File: config.mk
export PLATFORM = sky130hd
export DESIGN_NAME = jtm_transport_mapper
export DESIGN_NICKNAME = d
export VERILOG_FILES = /design/src/common/jtm_pkg.sv /design/src/rtl/jtm_mode_table.sv /design/src/rtl/jtm_transport_mapper.sv /design/src/rtl/jtm_word_pack.sv
export SDC_FILE = /design/constraint.sdc
export NUM_CORES = 2
export LEC_CHECK = 0
export BUFFER_PORTS_ARGS = -buffer_cell sky130_fd_sc_hd__buf_2
export CORE_MARGIN = 3
export CORE_UTILIZATION = 30
export DETAILED_ROUTE_END_ITERATION = 7
export SYNTH_ARGS = -nofsm -noshare
export SYNTH_HDL_FRONTEND = slang
export SYNTH_SLANG_ARGS = --single-unit
export TNS_END_PERCENT = 5
File: constraint.sdc
create_clock -name core_clk -period 19.7 [get_ports core_clk]
set_input_delay 1.97 -clock core_clk [delete_from_list [all_inputs] [get_ports core_clk]]
set_output_delay 1.97 -clock core_clk [all_outputs]
set_load 0.01 [all_outputs]
File: src/common/jtm_pkg.sv
// Purpose: Shared constants and mode table for the transport mode mapper
// Assumes: Two links of eight lanes, frames up to eight octets per lane
// Notes:   Mode table rows hold only the mode values this block supports

package jtm_pkg;

  // ----------------------------------------------------------------
  // Widths and sizes
  // ----------------------------------------------------------------
  localparam int LANES_PER_LINK = 8;
  localparam int LANE_W         = 64;
  localparam int LID_W          = 5;
  localparam int DID_W          = 8;
  localparam int MODE_W         = 7;
  localparam int KM1_W          = 8;
  localparam int COMP_W         = 15;
  localparam int RAW_W          = 12;
  localparam int WORD_W         = 16;
  localparam int OVR_W          = 8;
  localparam int CNT_W          = 6;
  localparam int K_W            = 10;
  localparam int CHANS          = 2;

  // ----------------------------------------------------------------
  // Framing constants
  // ----------------------------------------------------------------
  localparam logic [5:0]     DECIM_BYPASS   = 6'h01;
  localparam logic [4:0]     BYP_SLOTS      = 5'h05;
  localparam logic [6:0]     TOP_BIT        = 7'h3f;
  localparam logic [6:0]     RAW_STEP       = 7'h0c;
  localparam logic [6:0]     WORD_STEP      = 7'h10;
  localparam logic [K_W-1:0] K_MAX          = 10'h100;
  localparam logic [K_W-1:0] K_FAC_OCTETS   = 10'h008;
  localparam logic [K_W-1:0] K_FAC_BLOCKS   = 10'h020;
  localparam logic [K_W-1:0] K_ONE          = 10'h001;
  localparam logic [DID_W-1:0] DID_B_OFFSET = 8'h01;
  localparam logic [CNT_W-1:0] WPC_ONE      = 6'h01;
  localparam logic [CNT_W-1:0] WPC_TWO      = 6'h02;

  // ----------------------------------------------------------------
  // Mode table
  // ----------------------------------------------------------------
  typedef struct packed {
    logic [6:0] num;
    logic [5:0] decim;
    logic       dual;
    logic [3:0] lanes;
    logic [3:0] mPer;
    logic [3:0] f;
    logic [2:0] s;
    logic [1:0] e;
    logic       enc64;
    logic [8:0] kMin;
    logic [3:0] kStep;
  } jtm_mode_t;

  localparam jtm_mode_t MODE_NONE = '0;
  localparam int        MODE_CNT  = 15;

  localparam jtm_mode_t MODE_TAB [MODE_CNT] = '{
    '{7'h1e, 6'h01, 1'b0, 4'h4, 4'h4, 4'h8, 3'h5, 2'h1, 1'b1, 9'h000, 4'h0},
    '{7'h1f, 6'h01, 1'b1, 4'h4, 4'h4, 4'h8, 3'h5, 2'h1, 1'b1, 9'h000, 4'h0},
    '{7'h3b, 6'h10, 1'b1, 4'h1, 4'h2, 4'h4, 3'h1, 2'h1, 1'b1, 9'h000, 4'h0},
    '{7'h3c, 6'h10, 1'b1, 4'h2, 4'h2, 4'h2, 3'h1, 2'h1, 1'b1, 9'h000, 4'h0},
    '{7'h3d, 6'h10, 1'b0, 4'h1, 4'h1, 4'h2, 3'h1, 2'h0, 1'b0, 9'h010, 4'h8},
    '{7'h3e, 6'h10, 1'b0, 4'h2, 4'h1, 4'h2, 3'h2, 2'h0, 1'b0, 9'h010, 4'h8},
    '{7'h3f, 6'h10, 1'b0, 4'h4, 4'h1, 4'h2, 3'h4, 2'h0, 1'b0, 9'h010, 4'h8},
    '{7'h40, 6'h10, 1'b0, 4'h1, 4'h1, 4'h2, 3'h1, 2'h1, 1'b1, 9'h000, 4'h0},
    '{7'h41, 6'h10, 1'b0, 4'h2, 4'h1, 4'h2, 3'h2, 2'h1, 1'b1, 9'h000, 4'h0},
    '{7'h42, 6'h20, 1'b1, 4'h1, 4'h2, 4'h4, 3'h1, 2'h0, 1'b0, 9'h008, 4'h4},
    '{7'h43, 6'h20, 1'b1, 4'h2, 4'h2, 4'h2, 3'h1, 2'h0, 1'b0, 9'h010, 4'h8},
    '{7'h44, 6'h20, 1'b1, 4'h1, 4'h2, 4'h4, 3'h1, 2'h1, 1'b1, 9'h000, 4'h0},
    '{7'h45, 6'h20, 1'b0, 4'h1, 4'h1, 4'h2, 3'h1, 2'h0, 1'b0, 9'h010, 4'h8},
    '{7'h46, 6'h20, 1'b0, 4'h2, 4'h1, 4'h2, 3'h2, 2'h0, 1'b0, 9'h010, 4'h8},
    '{7'h47, 6'h20, 1'b0, 4'h1, 4'h1, 4'h2, 3'h1, 2'h1, 1'b1, 9'h000, 4'h0}
  };

endpackage : jtm_pkg

File: src/rtl/jtm_mode_table.sv
// Purpose: Looks up the framing parameters of one mode-select value
// Assumes: Mode select is stable for the cycle it is read
// Notes:   Unlisted values give an all-zero entry and no hit

`timescale 1ns/100ps

module jtm_mode_table
  import jtm_pkg::*;
(
  // Mode select
  input  wire logic [MODE_W-1:0] modeSel,
  // Table answer
  output jtm_mode_t              entry,
  output logic                   hit
);

  always_comb begin
    entry = MODE_NONE;
    hit   = 1'b0;
    for (int i = 0; i < MODE_CNT; i++) begin
      if (MODE_TAB[i].num == modeSel) begin
        entry = MODE_TAB[i];
        hit   = 1'b1;
      end
    end
  end

endmodule : jtm_mode_table

File: src/rtl/jtm_transport_mapper.sv
// Purpose: Maps samples into lane frames on two links for one link mode
// Assumes: One accepted sample set per cycle, mode held while streaming
// Notes:   Frames leave whole, one lane word per lane per frame
//
// What this block does
// - All framing parameters but the 8b/10b K come from one mode value; unlisted values are invalid.
// - Modes 30, 31 and 59 to 71 pick decimation, channels, lanes and encoding.
// - 8b/10b modes take K from the minus-one field within min, step, max.
// - 64b/66b modes compute K as 8 times 32 times E over F.
// - Marked modes use M equal to L, samples in time order over lanes.
// - Sixteen lanes as two links of eight; every mode uses both links.
// - Lowest lanes of each link are driven; higher unused lanes power down.
// - Link A advertises the programmed device identifier.
// - Link B advertises the programmed device identifier plus one.
// - Lane identifier equals lane index within its link, 0 to 7.
// - Without decimation, 12-bit offset-binary samples are packed into octets.
// - With decimation, words are 15-bit components plus one overrange bit.
// - Every tail bit of every frame is zero.
// - Samples are placed most significant bit first.
// - Single-channel first overrange flag is set above the first threshold.
// - Single-channel second overrange flag is set above the second threshold.
// - Dual-channel channel A flags follow the first and second thresholds.
// - Dual-channel channel B flags follow the first and second thresholds.

`timescale 1ns/100ps

module jtm_transport_mapper
  import jtm_pkg::*;
#(
  parameter int OVR_WIDTH = OVR_W
) (
  // Clock and reset
  input  wire logic                                     core_clk,
  input  wire logic                                     arst_n,
  // Mode and link configuration
  input  wire logic [MODE_W-1:0]                        linkModeSelect,
  input  wire logic [KM1_W-1:0]                         multiframeLenMinusOne,
  input  wire logic [DID_W-1:0]                         deviceId,
  input  wire logic [OVR_WIDTH-1:0]                     overrangeThresholdZero,
  input  wire logic [OVR_WIDTH-1:0]                     overrangeThresholdOne,
  // Sample input
  input  wire logic                                     smpValid,
  output logic                                          smpReady,
  input  wire logic [RAW_W-1:0]                         chanARaw,
  input  wire logic [RAW_W-1:0]                         chanBRaw,
  input  wire logic [COMP_W-1:0]                        chanAI,
  input  wire logic [COMP_W-1:0]                        chanAQ,
  input  wire logic [COMP_W-1:0]                        chanBI,
  input  wire logic [COMP_W-1:0]                        chanBQ,
  input  wire logic [OVR_WIDTH-1:0]                     chanAPeak,
  input  wire logic [OVR_WIDTH-1:0]                     chanBPeak,
  // Frame output
  output logic                                          frameValid,
  output logic                                          mfBoundary,
  output logic [LANES_PER_LINK-1:0][LANE_W-1:0]         linkALane,
  output logic [LANES_PER_LINK-1:0][LANE_W-1:0]         linkBLane,
  // Lane control
  output logic [LANES_PER_LINK-1:0]                     linkALaneEn,
  output logic [LANES_PER_LINK-1:0]                     linkBLaneEn,
  output logic [DID_W-1:0]                              linkADid,
  output logic [DID_W-1:0]                              linkBDid,
  output logic [LANES_PER_LINK-1:0][LID_W-1:0]          linkALaneId,
  output logic [LANES_PER_LINK-1:0][LID_W-1:0]          linkBLaneId,
  // Derived parameters
  output logic                                          modeValid,
  output logic                                          enc64b66b,
  output logic [5:0]                                    decimFactor,
  output logic                                          dualChan,
  output logic [3:0]                                    lanesPerLink,
  output logic [3:0]                                    convPerLink,
  output logic [3:0]                                    octetsPerFrame,
  output logic [2:0]                                    samplesPerFrame,
  output logic [1:0]                                    blocksPerMb,
  output logic [K_W-1:0]                                multiframeLen,
  output logic                                          multiframeLenOk
);

  // ----------------------------------------------------------------
  // Mode lookup
  // ----------------------------------------------------------------
  jtm_mode_t         tabEntry;
  logic              tabHit;
  jtm_mode_t         cfg_ff;
  logic              modeOk_ff;
  logic [MODE_W-1:0] modeSel_ff;
  logic              restart;

  jtm_mode_table u_mode_table (
    .modeSel (linkModeSelect),
    .entry   (tabEntry),
    .hit     (tabHit)
  );

  always_ff @(posedge core_clk or negedge arst_n) begin
    if (!arst_n) begin
      cfg_ff     <= MODE_NONE;
      modeOk_ff  <= 1'b0;
      modeSel_ff <= '0;
    end else begin
      cfg_ff     <= tabHit ? tabEntry : MODE_NONE;
      modeOk_ff  <= tabHit;
      modeSel_ff <= linkModeSelect;
    end
  end

  // A new mode value discards the partial frame
  assign restart = linkModeSelect != modeSel_ff;

  // ----------------------------------------------------------------
  // Channel word forming
  // ----------------------------------------------------------------
  logic [CHANS-1:0][COMP_W-1:0]    compI;
  logic [CHANS-1:0][COMP_W-1:0]    compQ;
  logic [CHANS-1:0][RAW_W-1:0]     rawIn;
  logic [CHANS-1:0][OVR_WIDTH-1:0] peakIn;
  logic [CHANS-1:0][WORD_W-1:0]    wordI;
  logic [CHANS-1:0][WORD_W-1:0]    wordQ;
  logic [CHANS-1:0][WORD_W-1:0]    wordRaw;

  assign compI  = {chanBI, chanAI};
  assign compQ  = {chanBQ, chanAQ};
  assign rawIn  = {chanBRaw, chanARaw};
  assign peakIn = {chanBPeak, chanAPeak};

  for (genvar ch = 0; ch < CHANS; ch++) begin : g_chan
    jtm_word_pack #(
      .OVR_WIDTH (OVR_WIDTH)
    ) u_word_pack (
      .compI   (compI[ch]),
      .compQ   (compQ[ch]),
      .raw     (rawIn[ch]),
      .peak    (peakIn[ch]),
      .thrZero (overrangeThresholdZero),
      .thrOne  (overrangeThresholdOne),
      .wordI   (wordI[ch]),
      .wordQ   (wordQ[ch]),
      .wordRaw (wordRaw[ch])
    );
  end

  // ----------------------------------------------------------------
  // Frame geometry
  // ----------------------------------------------------------------
  logic             bypass;
  logic             twoPerCycle;
  logic [1:0]       laneShift;
  logic [4:0]       slotsPerLane;
  logic [CNT_W-1:0] wordsPerFrame;
  logic [CNT_W-1:0] wordsPerCycle;

  assign bypass       = cfg_ff.decim == DECIM_BYPASS;
  assign twoPerCycle  = !bypass && cfg_ff.dual;
  assign slotsPerLane = bypass ? BYP_SLOTS : {2'b00, cfg_ff.f[3:1]};
  assign wordsPerCycle = twoPerCycle ? WPC_TWO : WPC_ONE;
  assign wordsPerFrame = CNT_W'({1'b0, slotsPerLane} << laneShift);

  always_comb begin
    case (cfg_ff.lanes)
      4'h2:    laneShift = 2'h1;
      4'h4:    laneShift = 2'h2;
      4'h8:    laneShift = 2'h3;
      default: laneShift = 2'h0;
    endcase
  end

  // Word idx goes to lane idx mod L, slot idx div L: time order across
  // lanes, so the receiver only interleaves lanes to restore order
  function automatic logic [LANES_PER_LINK-1:0][LANE_W-1:0] place(
    input logic [LANES_PER_LINK-1:0][LANE_W-1:0] frm,
    input logic [CNT_W-1:0]                      idx,
    input logic [1:0]                            sh,
    input logic                                  byp,
    input logic [WORD_W-1:0]                     w
  );
    logic [CNT_W-1:0] mask;
    logic [2:0]       lane;
    logic [2:0]       slot;
    logic [6:0]       base;
    mask = CNT_W'((WPC_ONE << sh) - WPC_ONE);
    lane = 3'(idx & mask);
    slot = 3'(idx >> sh);
    place = frm;
    if (byp) begin
      base = TOP_BIT - 7'(slot * RAW_STEP);
      place[lane][base -: RAW_W] = w[WORD_W-1 -: RAW_W];
    end else begin
      base = TOP_BIT - 7'(slot * WORD_STEP);
      place[lane][base -: WORD_W] = w;
    end
  endfunction : place

  // ----------------------------------------------------------------
  // Frame assembly
  // ----------------------------------------------------------------
  logic [LANES_PER_LINK-1:0][LANE_W-1:0] buildA_ff;
  logic [LANES_PER_LINK-1:0][LANE_W-1:0] buildB_ff;
  logic [LANES_PER_LINK-1:0][LANE_W-1:0] nxt_buildA;
  logic [LANES_PER_LINK-1:0][LANE_W-1:0] nxt_buildB;
  logic [WORD_W-1:0]                     wA0;
  logic [WORD_W-1:0]                     wA1;
  logic [WORD_W-1:0]                     wB0;
  logic [WORD_W-1:0]                     wB1;
  logic [CNT_W-1:0]                      wordCnt_ff;
  logic                                  accept;
  logic                                  endOfFrame;

  assign smpReady   = modeOk_ff && !restart;
  assign accept     = smpValid && smpReady;
  assign endOfFrame = accept && (wordCnt_ff + wordsPerCycle == wordsPerFrame);

  always_comb begin
    if (bypass) begin
      wA0 = wordRaw[0];
      wA1 = wordRaw[0];
      wB0 = wordRaw[1];
      wB1 = wordRaw[1];
    end else if (cfg_ff.dual) begin
      wA0 = wordI[0];
      wA1 = wordQ[0];
      wB0 = wordI[1];
      wB1 = wordQ[1];
    end else begin
      wA0 = wordI[0];
      wA1 = wordI[0];
      wB0 = wordQ[0];
      wB1 = wordQ[0];
    end
  end

  always_comb begin
    nxt_buildA = buildA_ff;
    nxt_buildB = buildB_ff;
    if (accept) begin
      nxt_buildA = place(nxt_buildA, wordCnt_ff, laneShift, bypass, wA0);
      nxt_buildB = place(nxt_buildB, wordCnt_ff, laneShift, bypass, wB0);
      if (twoPerCycle) begin
        nxt_buildA = place(nxt_buildA, wordCnt_ff + WPC_ONE, laneShift,
                           bypass, wA1);
        nxt_buildB = place(nxt_buildB, wordCnt_ff + WPC_ONE, laneShift,
                           bypass, wB1);
      end
    end
  end

  // Cleared each frame so tail bits and unused lanes stay zero
  always_ff @(posedge core_clk or negedge arst_n) begin
    if (!arst_n) begin
      buildA_ff <= '0;
      buildB_ff <= '0;
    end else if (restart || endOfFrame) begin
      buildA_ff <= '0;
      buildB_ff <= '0;
    end else begin
      buildA_ff <= nxt_buildA;
      buildB_ff <= nxt_buildB;
    end
  end

  always_ff @(posedge core_clk or negedge arst_n) begin
    if (!arst_n) begin
      wordCnt_ff <= '0;
    end else if (restart || endOfFrame) begin
      wordCnt_ff <= '0;
    end else if (accept) begin
      wordCnt_ff <= wordCnt_ff + wordsPerCycle;
    end
  end

  // ----------------------------------------------------------------
  // Frame output and multiframe position
  // ----------------------------------------------------------------
  logic                                  frameValid_ff;
  logic                                  mfBoundary_ff;
  logic [LANES_PER_LINK-1:0][LANE_W-1:0] laneA_ff;
  logic [LANES_PER_LINK-1:0][LANE_W-1:0] laneB_ff;
  logic [K_W-1:0]                        mfFrameCnt_ff;
  logic [K_W-1:0]                        kProg;
  logic [K_W-1:0]                        kCalc;
  logic [K_W-1:0]                        kOffs;
  logic [K_W-1:0]                        kStepMask;
  logic                                  kOk;

  always_ff @(posedge core_clk or negedge arst_n) begin
    if (!arst_n) begin
      laneA_ff <= '0;
      laneB_ff <= '0;
    end else if (endOfFrame) begin
      laneA_ff <= nxt_buildA;
      laneB_ff <= nxt_buildB;
    end
  end

  always_ff @(posedge core_clk or negedge arst_n) begin
    if (!arst_n) begin
      frameValid_ff <= 1'b0;
      mfBoundary_ff <= 1'b0;
      mfFrameCnt_ff <= '0;
    end else if (restart) begin
      frameValid_ff <= 1'b0;
      mfBoundary_ff <= 1'b0;
      mfFrameCnt_ff <= '0;
    end else begin
      frameValid_ff <= endOfFrame;
      mfBoundary_ff <= endOfFrame && (mfFrameCnt_ff == '0);
      if (endOfFrame) begin
        if (mfFrameCnt_ff + K_ONE >= kCalc) begin
          mfFrameCnt_ff <= '0;
        end else begin
          mfFrameCnt_ff <= mfFrameCnt_ff + K_ONE;
        end
      end
    end
  end

  // Minus-one field for 8b/10b, fixed by E and F for 64b/66b
  assign kProg     = K_W'(multiframeLenMinusOne) + K_ONE;
  assign kOffs     = kProg - K_W'(cfg_ff.kMin);
  assign kStepMask = K_W'(cfg_ff.kStep) - K_ONE;

  always_comb begin
    if (!modeOk_ff || cfg_ff.f == 4'h0) begin
      kCalc = '0;
      kOk   = 1'b0;
    end else if (cfg_ff.enc64) begin
      kCalc = K_W'((K_FAC_OCTETS * K_FAC_BLOCKS * K_W'(cfg_ff.e))
                   / K_W'(cfg_ff.f));
      kOk   = 1'b1;
    end else begin
      kCalc = kProg;
      kOk   = kProg >= K_W'(cfg_ff.kMin) && kProg <= K_MAX
              && (kOffs & kStepMask) == '0;
    end
  end

  // ----------------------------------------------------------------
  // Lane control and identifiers
  // ----------------------------------------------------------------
  logic [LANES_PER_LINK:0]   laneMask;
  logic [LANES_PER_LINK-1:0] laneEn_ff;
  logic [DID_W-1:0]          didA_ff;
  logic [DID_W-1:0]          didB_ff;
  logic [K_W-1:0]            kLen_ff;
  logic                      kOk_ff;

  assign laneMask = ((LANES_PER_LINK + 1)'(1) << cfg_ff.lanes)
                    - (LANES_PER_LINK + 1)'(1);

  always_ff @(posedge core_clk or negedge arst_n) begin
    if (!arst_n) begin
      laneEn_ff <= '0;
      didA_ff   <= '0;
      didB_ff   <= '0;
      kLen_ff   <= '0;
      kOk_ff    <= 1'b0;
    end else begin
      laneEn_ff <= modeOk_ff ? laneMask[LANES_PER_LINK-1:0] : '0;
      didA_ff   <= deviceId;
      didB_ff   <= deviceId + DID_B_OFFSET;
      kLen_ff   <= kCalc;
      kOk_ff    <= kOk;
    end
  end

  for (genvar ln = 0; ln < LANES_PER_LINK; ln++) begin : g_lid
    assign linkALaneId[ln] = LID_W'(ln);
    assign linkBLaneId[ln] = LID_W'(ln);
  end

  // ----------------------------------------------------------------
  // Outputs
  // ----------------------------------------------------------------
  assign frameValid      = frameValid_ff;
  assign mfBoundary      = mfBoundary_ff;
  assign linkALane       = laneA_ff;
  assign linkBLane       = laneB_ff;
  // Both links share one lane count
  assign linkALaneEn     = laneEn_ff;
  assign linkBLaneEn     = laneEn_ff;
  assign linkADid        = didA_ff;
  assign linkBDid        = didB_ff;
  assign modeValid       = modeOk_ff;
  assign enc64b66b       = cfg_ff.enc64;
  assign decimFactor     = cfg_ff.decim;
  assign dualChan        = cfg_ff.dual;
  assign lanesPerLink    = cfg_ff.lanes;
  assign convPerLink     = cfg_ff.mPer;
  assign octetsPerFrame  = cfg_ff.f;
  assign samplesPerFrame = cfg_ff.s;
  assign blocksPerMb     = cfg_ff.e;
  assign multiframeLen   = kLen_ff;
  assign multiframeLenOk = kOk_ff;

endmodule : jtm_transport_mapper

File: src/rtl/jtm_word_pack.sv
// Purpose: Forms the transported words of one channel
// Assumes: Raw samples already arrive as offset binary
// Notes:   I word carries the first flag, Q word the second

`timescale 1ns/100ps

module jtm_word_pack
  import jtm_pkg::*;
#(
  parameter int OVR_WIDTH = OVR_W
) (
  // Sample in
  input  wire logic [COMP_W-1:0]    compI,
  input  wire logic [COMP_W-1:0]    compQ,
  input  wire logic [RAW_W-1:0]     raw,
  input  wire logic [OVR_WIDTH-1:0] peak,
  // Thresholds
  input  wire logic [OVR_WIDTH-1:0] thrZero,
  input  wire logic [OVR_WIDTH-1:0] thrOne,
  // Words out
  output logic      [WORD_W-1:0]    wordI,
  output logic      [WORD_W-1:0]    wordQ,
  output logic      [WORD_W-1:0]    wordRaw
);

  logic overFlagZero;
  logic overFlagOne;

  assign overFlagZero = peak > thrZero;
  assign overFlagOne  = peak > thrOne;
  // Component MSB first, overrange bit in the last position
  assign wordI   = {compI, overFlagZero};
  assign wordQ   = {compQ, overFlagOne};
  // Raw sample left aligned, low nibble unused
  assign wordRaw = {raw, {(WORD_W - RAW_W){1'b0}}};

endmodule : jtm_word_pack
=== After elaboration in Yosys (flattened, before gate mapping) ===
Cells that the tools add are included.

* Register bits after elaboration: 2,147
* Latch bits: 0
* Memory bits (writable): 0
* Bits in read-only memories: 0
* Word-level logic and storage cells: 225
* Memories: 0

* Add/sub/neg operators: 17
* Multipliers: 2
* Div/mod/pow operators: 1
* Magnitude comparators: 11
* Equal/unequal tests: 21
* Shift-type cells: 17
* Muxes and demuxes: 81
* Bitwise operators: 3
* Reductions and logical operators: 19

{| class="wikitable"
|+ Operators with widths
! kind !! count
|-
| $mux W512 || 12
|-
| $bwmux W512 || 8
|-
| $demux W64 S3 || 4
|-
| $mux W38 || 15
|-
| $shiftx A16 B9 Y79 || 4
|-
| $shiftx A12 B9 Y75 || 4
|-
| $mux W64 || 4
|-
| $shift A16 B9 Y79 const A || 2
|-
| $shift A12 B9 Y75 const A || 2
|-
| $mux W16 || 7
|-
| $eq A7 B7 Y1 const A || 8
|-
| $mux W10 || 5
|-
| $neg A7 Y9 || 4
|-
| $eq A6 B7 Y1 const A || 5
|-
| $mux W33 || 1
|-
| $gt A8 B8 Y1 || 4
|-
| $sub A6 B7 Y7 const A || 4
|-
| $logic_not A10 Y1 || 2
|-
| $mux W1 || 19
|-
| $eq A5 B7 Y1 const A || 2
|-
| $mux W6 || 2
|-
| $shr A6 B2 Y3 || 2
|-
| $add A10 B1 Y10 const B || 1
|-
| $and A10 B10 Y10 || 1
|-
| 34 further kinds || 50
|}

=== Depth between registers and ports, before layout ===
* Word-level depth: 17
* Mapped depth: 76
* Gate-level depth less buffers: 73

=== By module ===
From an unflattened synthesis, not the netlist that was laid out.

* Cells, all modules: 13,311
* Area total of the unflattened synthesis: 113,505.1 sq um

{| class="wikitable"
|+ By module, submodules not included
! module !! instances !! cells an instance !! area an instance (sq um) !! sequential area each (sq um)
|-
| jtm_transport_mapper || 1 || 13,004 || 111,324.3 || 53,726.5
|-
| jtm_word_pack || 2 || 102 || 754.5 || 0.0
|-
| jtm_mode_table || 1 || 103 || 671.9 || 0.0
|}

=== Worst setup path before layout ===
OpenSTA, ideal clock, no wires.

* Path kind: register -> register
* Start point: register cfg_ff (netlist bit octetsPerFrame[1])
* End point: register mfFrameCnt_ff[3]
* Arrival time: 13.906 ns
* Slack: 5.728 ns
* Cell stages (with the launch flop): 72
* Path buffers: 3
* Clock period less this slack: 13.972 ns
* Path through: dfrtp_1 -> buf_6 -> inv_4 -> clkbuf_1 -> ha_1 -> nor2_1 -> nor4_4 -> ha_1 -> or2_2 -> a221oi_2 -> ha_1 -> nand2b_1 -> a21o_1 -> mux2i_1 -> inv_1 -> ha_1 -> buf_4 -> a21oi_2 -> [... 36 more ...] -> a211o_2 -> o31ai_1 -> a21oi_1 -> ha_1 -> nand2b_1 -> a21o_1 -> a21o_1 -> a21oi_1 -> nor2b_1 -> o21ai_0 -> nand2b_1 -> a21oi_1 -> nor2b_1 -> o21ai_0 -> nand2b_1 -> a211o_1 -> nand2b_1 -> nand2_1

* Longest elaborated chain between the ends: 7

{| class="wikitable"
|+ RTL lines
! element !! line !! text
|-
| start, declared || jtm_transport_mapper.sv:83 || <nowiki>jtm_mode_t cfg_ff;</nowiki>
|-
| start signal, assigned || jtm_transport_mapper.sv:100 || <nowiki>cfg_ff <= tabHit ? tabEntry : MODE_NONE;</nowiki>
|-
| $div A10 B4 Y10 / $logic_not A4 Y1 (equally long branches) || jtm_transport_mapper.sv:326, jtm_transport_mapper.sv:321 ||
|-
| $mux W10 / $logic_or A1 B1 Y1 (equally long branches) || jtm_transport_mapper.sv:324, jtm_transport_mapper.sv:321 ||
|-
| $mux W10 * || jtm_transport_mapper.sv:321 || <nowiki>if (!modeOk_ff || cfg_ff.f == 4'h0) begin</nowiki>
|-
| via kCalc[0] || jtm_transport_mapper.sv:278 || <nowiki>logic [K_W-1:0] kCalc;</nowiki>
|-
| $ge A10 B10 Y1 * || jtm_transport_mapper.sv:306 || <nowiki>if (mfFrameCnt_ff + K_ONE >= kCalc) begin</nowiki>
|-
| $mux W10 * || jtm_transport_mapper.sv:306 ||
|-
| $mux W10 * || jtm_transport_mapper.sv:305 || <nowiki>if (endOfFrame) begin</nowiki>
|-
| $mux W10 * || jtm_transport_mapper.sv:298 || <nowiki>end else if (restart) begin</nowiki>
|-
| end signal, assigned || jtm_transport_mapper.sv:309 || <nowiki>mfFrameCnt_ff <= mfFrameCnt_ff + K_ONE;</nowiki>
|-
| end, declared || jtm_transport_mapper.sv:276 || <nowiki>logic [K_W-1:0] mfFrameCnt_ff;</nowiki>
|}

Mark *: on every way through the listed nets, which the timed path passes. The rest lies on a longest branch. The select of a mux whose other input is x is not followed.
A chain may end at the register's enable or synchronous reset.

=== Final worst setup path ===
* Start point: register cfg_ff (netlist bit enc64b66b)
* End point: register mfFrameCnt_ff[8]

* Longest elaborated chain between the ends: 6

{| class="wikitable"
|+ RTL lines
! element !! line !! text
|-
| $mux W10 || jtm_transport_mapper.sv:324 || <nowiki>end else if (cfg_ff.enc64) begin</nowiki>
|-
| $mux W10 || jtm_transport_mapper.sv:321 ||
|-
| via kCalc[0] || jtm_transport_mapper.sv:278 ||
|-
| $ge A10 B10 Y1 || jtm_transport_mapper.sv:306 ||
|-
| $mux W10 || jtm_transport_mapper.sv:306 ||
|-
| $mux W10 || jtm_transport_mapper.sv:305 ||
|-
| $mux W10 || jtm_transport_mapper.sv:298 ||
|}

The timed path passes the listed nets, and every way through them passes these cells. The select of a mux whose other input is x is not followed.

==> run metrics <==
proportion of layout cells with a drive suffix above 1 0.239; H-tree depth 4; count leader, synth dfrtp_1; Logic pwr share 0.051; Total Neg Setup Slack 0 ns; synth-to-layout area growth 20.0%; Core ar. 0.306 sq mm; die area 0.315 sq mm; first-pass GRT wire length 599 mm; fin crit share 0.831; Final Max Tran Viols 1; CTS max path bufs 4; I/O Buffers 1230; CTS tree yes; final WL 438 mm; Starting Density 0.302; worst hold path depth 1; Worst Max-Slew Pin Slew 1.49 ns; Reg area 0.0532 sq mm; Fillers 31.0k; status complete, but fails checks; ranking of synthesized cells by area dfrtp_1 (58%), mux2_2 (6.3%), nor2_1 (4.8%), nand2_1 (4.0%), and3_1 (3.7%); number of enable flip-flop cells after synthesis 0; CTS root buffer clkbuf_16; f_max 61.1 MHz; RSZ-0062 raised after global routing no; Clock power frac 0.490; synthesized cell area 0.0924 sq mm; synthesized area per cell 10.3 sq um; crit path max-delay cell type dfrtp_1; post-DP HPWL 328 mm; Cell Rows 203; antenna violations before repair 55; clk_skew 0.159 ns; internal power component 0.00721 W; Synth area leader dfrtp_1; sequential power share 0.459; Setup CP Type reg -> reg; main flop type after synthesis dfrtp_1; worst rel slew slack -0.000633; number of CTS-inserted buffers 236; cell mode on critical path ha_1; failing checks design-rule violations, max-capacitance violations, max-slew violations; P_leak 54.5 nW; worst stage delay on the critical path 0.76 ns; Synth warnings 0; largest net degree at the start of global routing 294; switching pwr 0.00232 W; Post-CTS Setup Bufs 0; HP Class reg -> reg; register area share after synthesis 0.575; Yosys reg bits 2125; r2r worst-path depth 68; Final Hold Viols 0; Mapped Cells 8994; WL per Instance 30.5 microns; vias per cell 5.47; DRC 110; sw frac 0.243; GRT overflow 0; crit-path max FO 22; I/O pin count 1318; Final nets 10.2k; share of the synthesized area in the top cell type 0.575; type of destination of the critical path register; remaining antenna violation count 0; GPL Wtd Cong 1.08; CTS Sinks 2125; async set-reset flop share out of synthesis 1.00; # hold bufs at CTS 0; clk_lat worst skew 0.97 ns; Detailed Route Iter0 Violations 10.1k; top cells by count, synth dfrtp_1 (2125), nor2_1 (1171), nand2_1 (992); minimum clock period 16.37 ns; Via Count 78.4k; Worst setup SP type register; critical path arrival 17.17 ns; number of global-route vias before repair 74.8k; Final Setup Violations 0; final hold slack 0.388 ns; post-CTS resize count 0; Total GRT Usage 0.266; Die Span Y 561 microns; clk slew on worst S/H paths 0.07 ns; Data required, critical path 20.50 ns; PwrDens 85.9 mW/mm^2; First-pass DRT Iterations 8; worst vdd ir 0.0000907 V; max cap viols 2; Pwr Total 0.00952 W; Multi-input gate area 0.0361 sq mm; synth unique cells 92; Die X-Extent 561 microns
==> critical path, delay by kind of cell (launching register included) <==
family | cells | cell delay, ns
flops | 1 | 0.76
compound gates | 30 | 6.74
fa+ha+maj | 10 | 3.36
mux | 4 | 1.41
simple gates | 20 | 3.33
buf+inv | 4 | 0.70
==> area by class of cell <==
type,count,share of cell area
multi-input cells,6119,0.326
clock inverters,121,0.0141
repair buffers,1440,0.0710
diodes,39,0.000880
well taps,4100,0.0462
inverters,72,0.00246
flip-flops and latches,2125,0.479
clock buffers,315,0.0602
==> cells in the final DEF (no fill, tap or decap), drive strengths merged, types with 25 or more instances in the layout <==
cell type / count
dfrtp: 2125
buf: 1440
nor2: 1171
nand2: 992
o21ai: 694
a21oi: 564
and3: 542
mux2: 522
clkbuf: 315
o22ai: 245
a22oi: 205
a211oi: 131
a221oi: 102
nor3: 99
a222oi: 98
inv: 89
conb: 88
ha: 82
clkinv: 61
nand3: 57
and2: 56
nand2b: 45
a21o: 44
diode: 39
xnor2: 37
o211ai: 30
o221ai: 28
mux2i: 26
bufinv: 25
==> through the flow <==
step	cells	util	instance area, sq um	setup slack, ns
after detailed placement	13856	0.335	103000	3.27
after global routing	14304	0.362	111000	1.83
after global placement	13856	0.335	103000	3.15
after floorplan	9080	-	92800	5.73
after CTS	14292	0.362	111000	3.23
final	14331	0.362	111000	3.33
==> per-layer routing <==
metal	GRT usage	share of wire	routed length, microns	vias up
met5	0.00331	0.00049	215	-
met4	0.150	0.068	29900	12
met3	0.101	0.11	48700	1148
met2	0.410	0.44	194000	4409
met1	0.318	0.38	164000	39183
li1	-	-	-	33686
==> power groups by stage <==
stage	combinational, W	clock [W]	sequential, W
after floorplan	0.000210	0	0.00445
after global placement	0.000468	0	0.00445
after detailed placement	0.000462	0	0.00445
after CTS	0.000464	0.00478	0.00437
after global routing	0.000507	0.00495	0.00437
final	0.000481	0.00467	0.00437
==> state kept, by name, summed over array words and instances, names as in the netlist, 3 cells and up <==
signal	flops
mfFrameCnt_ff	10
linkBDid	8
buildB_ff	512
buildA_ff	512
wordCnt_ff	6
linkADid	8
linkBLane	512
multiframeLen	10
linkALane	512
linkALaneEn	8
lanesPerLink	3
decimFactor	3
modeSel_ff	7
==> logic make-up (layout without fill, tap and decap cells) <==
| logic type | count (synthesis) | count (layout) | share of synthesized area |
|---|---|---|---|
| other | 2 | 127 | 0.0000812 |
| xor gates and xnor gates | 56 | 56 | 0.00531 |
| buffers and inverters | 836 | 1948 | 0.0388 |
| DFF | 2125 | 2125 | 0.575 |
| and+or+nand+nor | 3050 | 3050 | 0.147 |
| adders and majority gates | 86 | 86 | 0.0120 |
| muxes | 548 | 548 | 0.0666 |
| AOI/OAI and AO/OA | 2291 | 2291 | 0.155 |
==> worst paths after layout <==
check                               start          endpoint  slack (ns)
max in group asynchronous          arst_n          dualChan       14.62
min in group asynchronous          arst_n      buildB_ff[1]        1.10
min reg2reg                buildB_ff[288]    linkBLane[288]        0.39
max                             enc64b66b  mfFrameCnt_ff[8]        3.33
max reg2reg                     enc64b66b  mfFrameCnt_ff[8]        3.33
min                        buildB_ff[288]    linkBLane[288]        0.39
No activity file was read; power rests on OpenSTA's default activity.
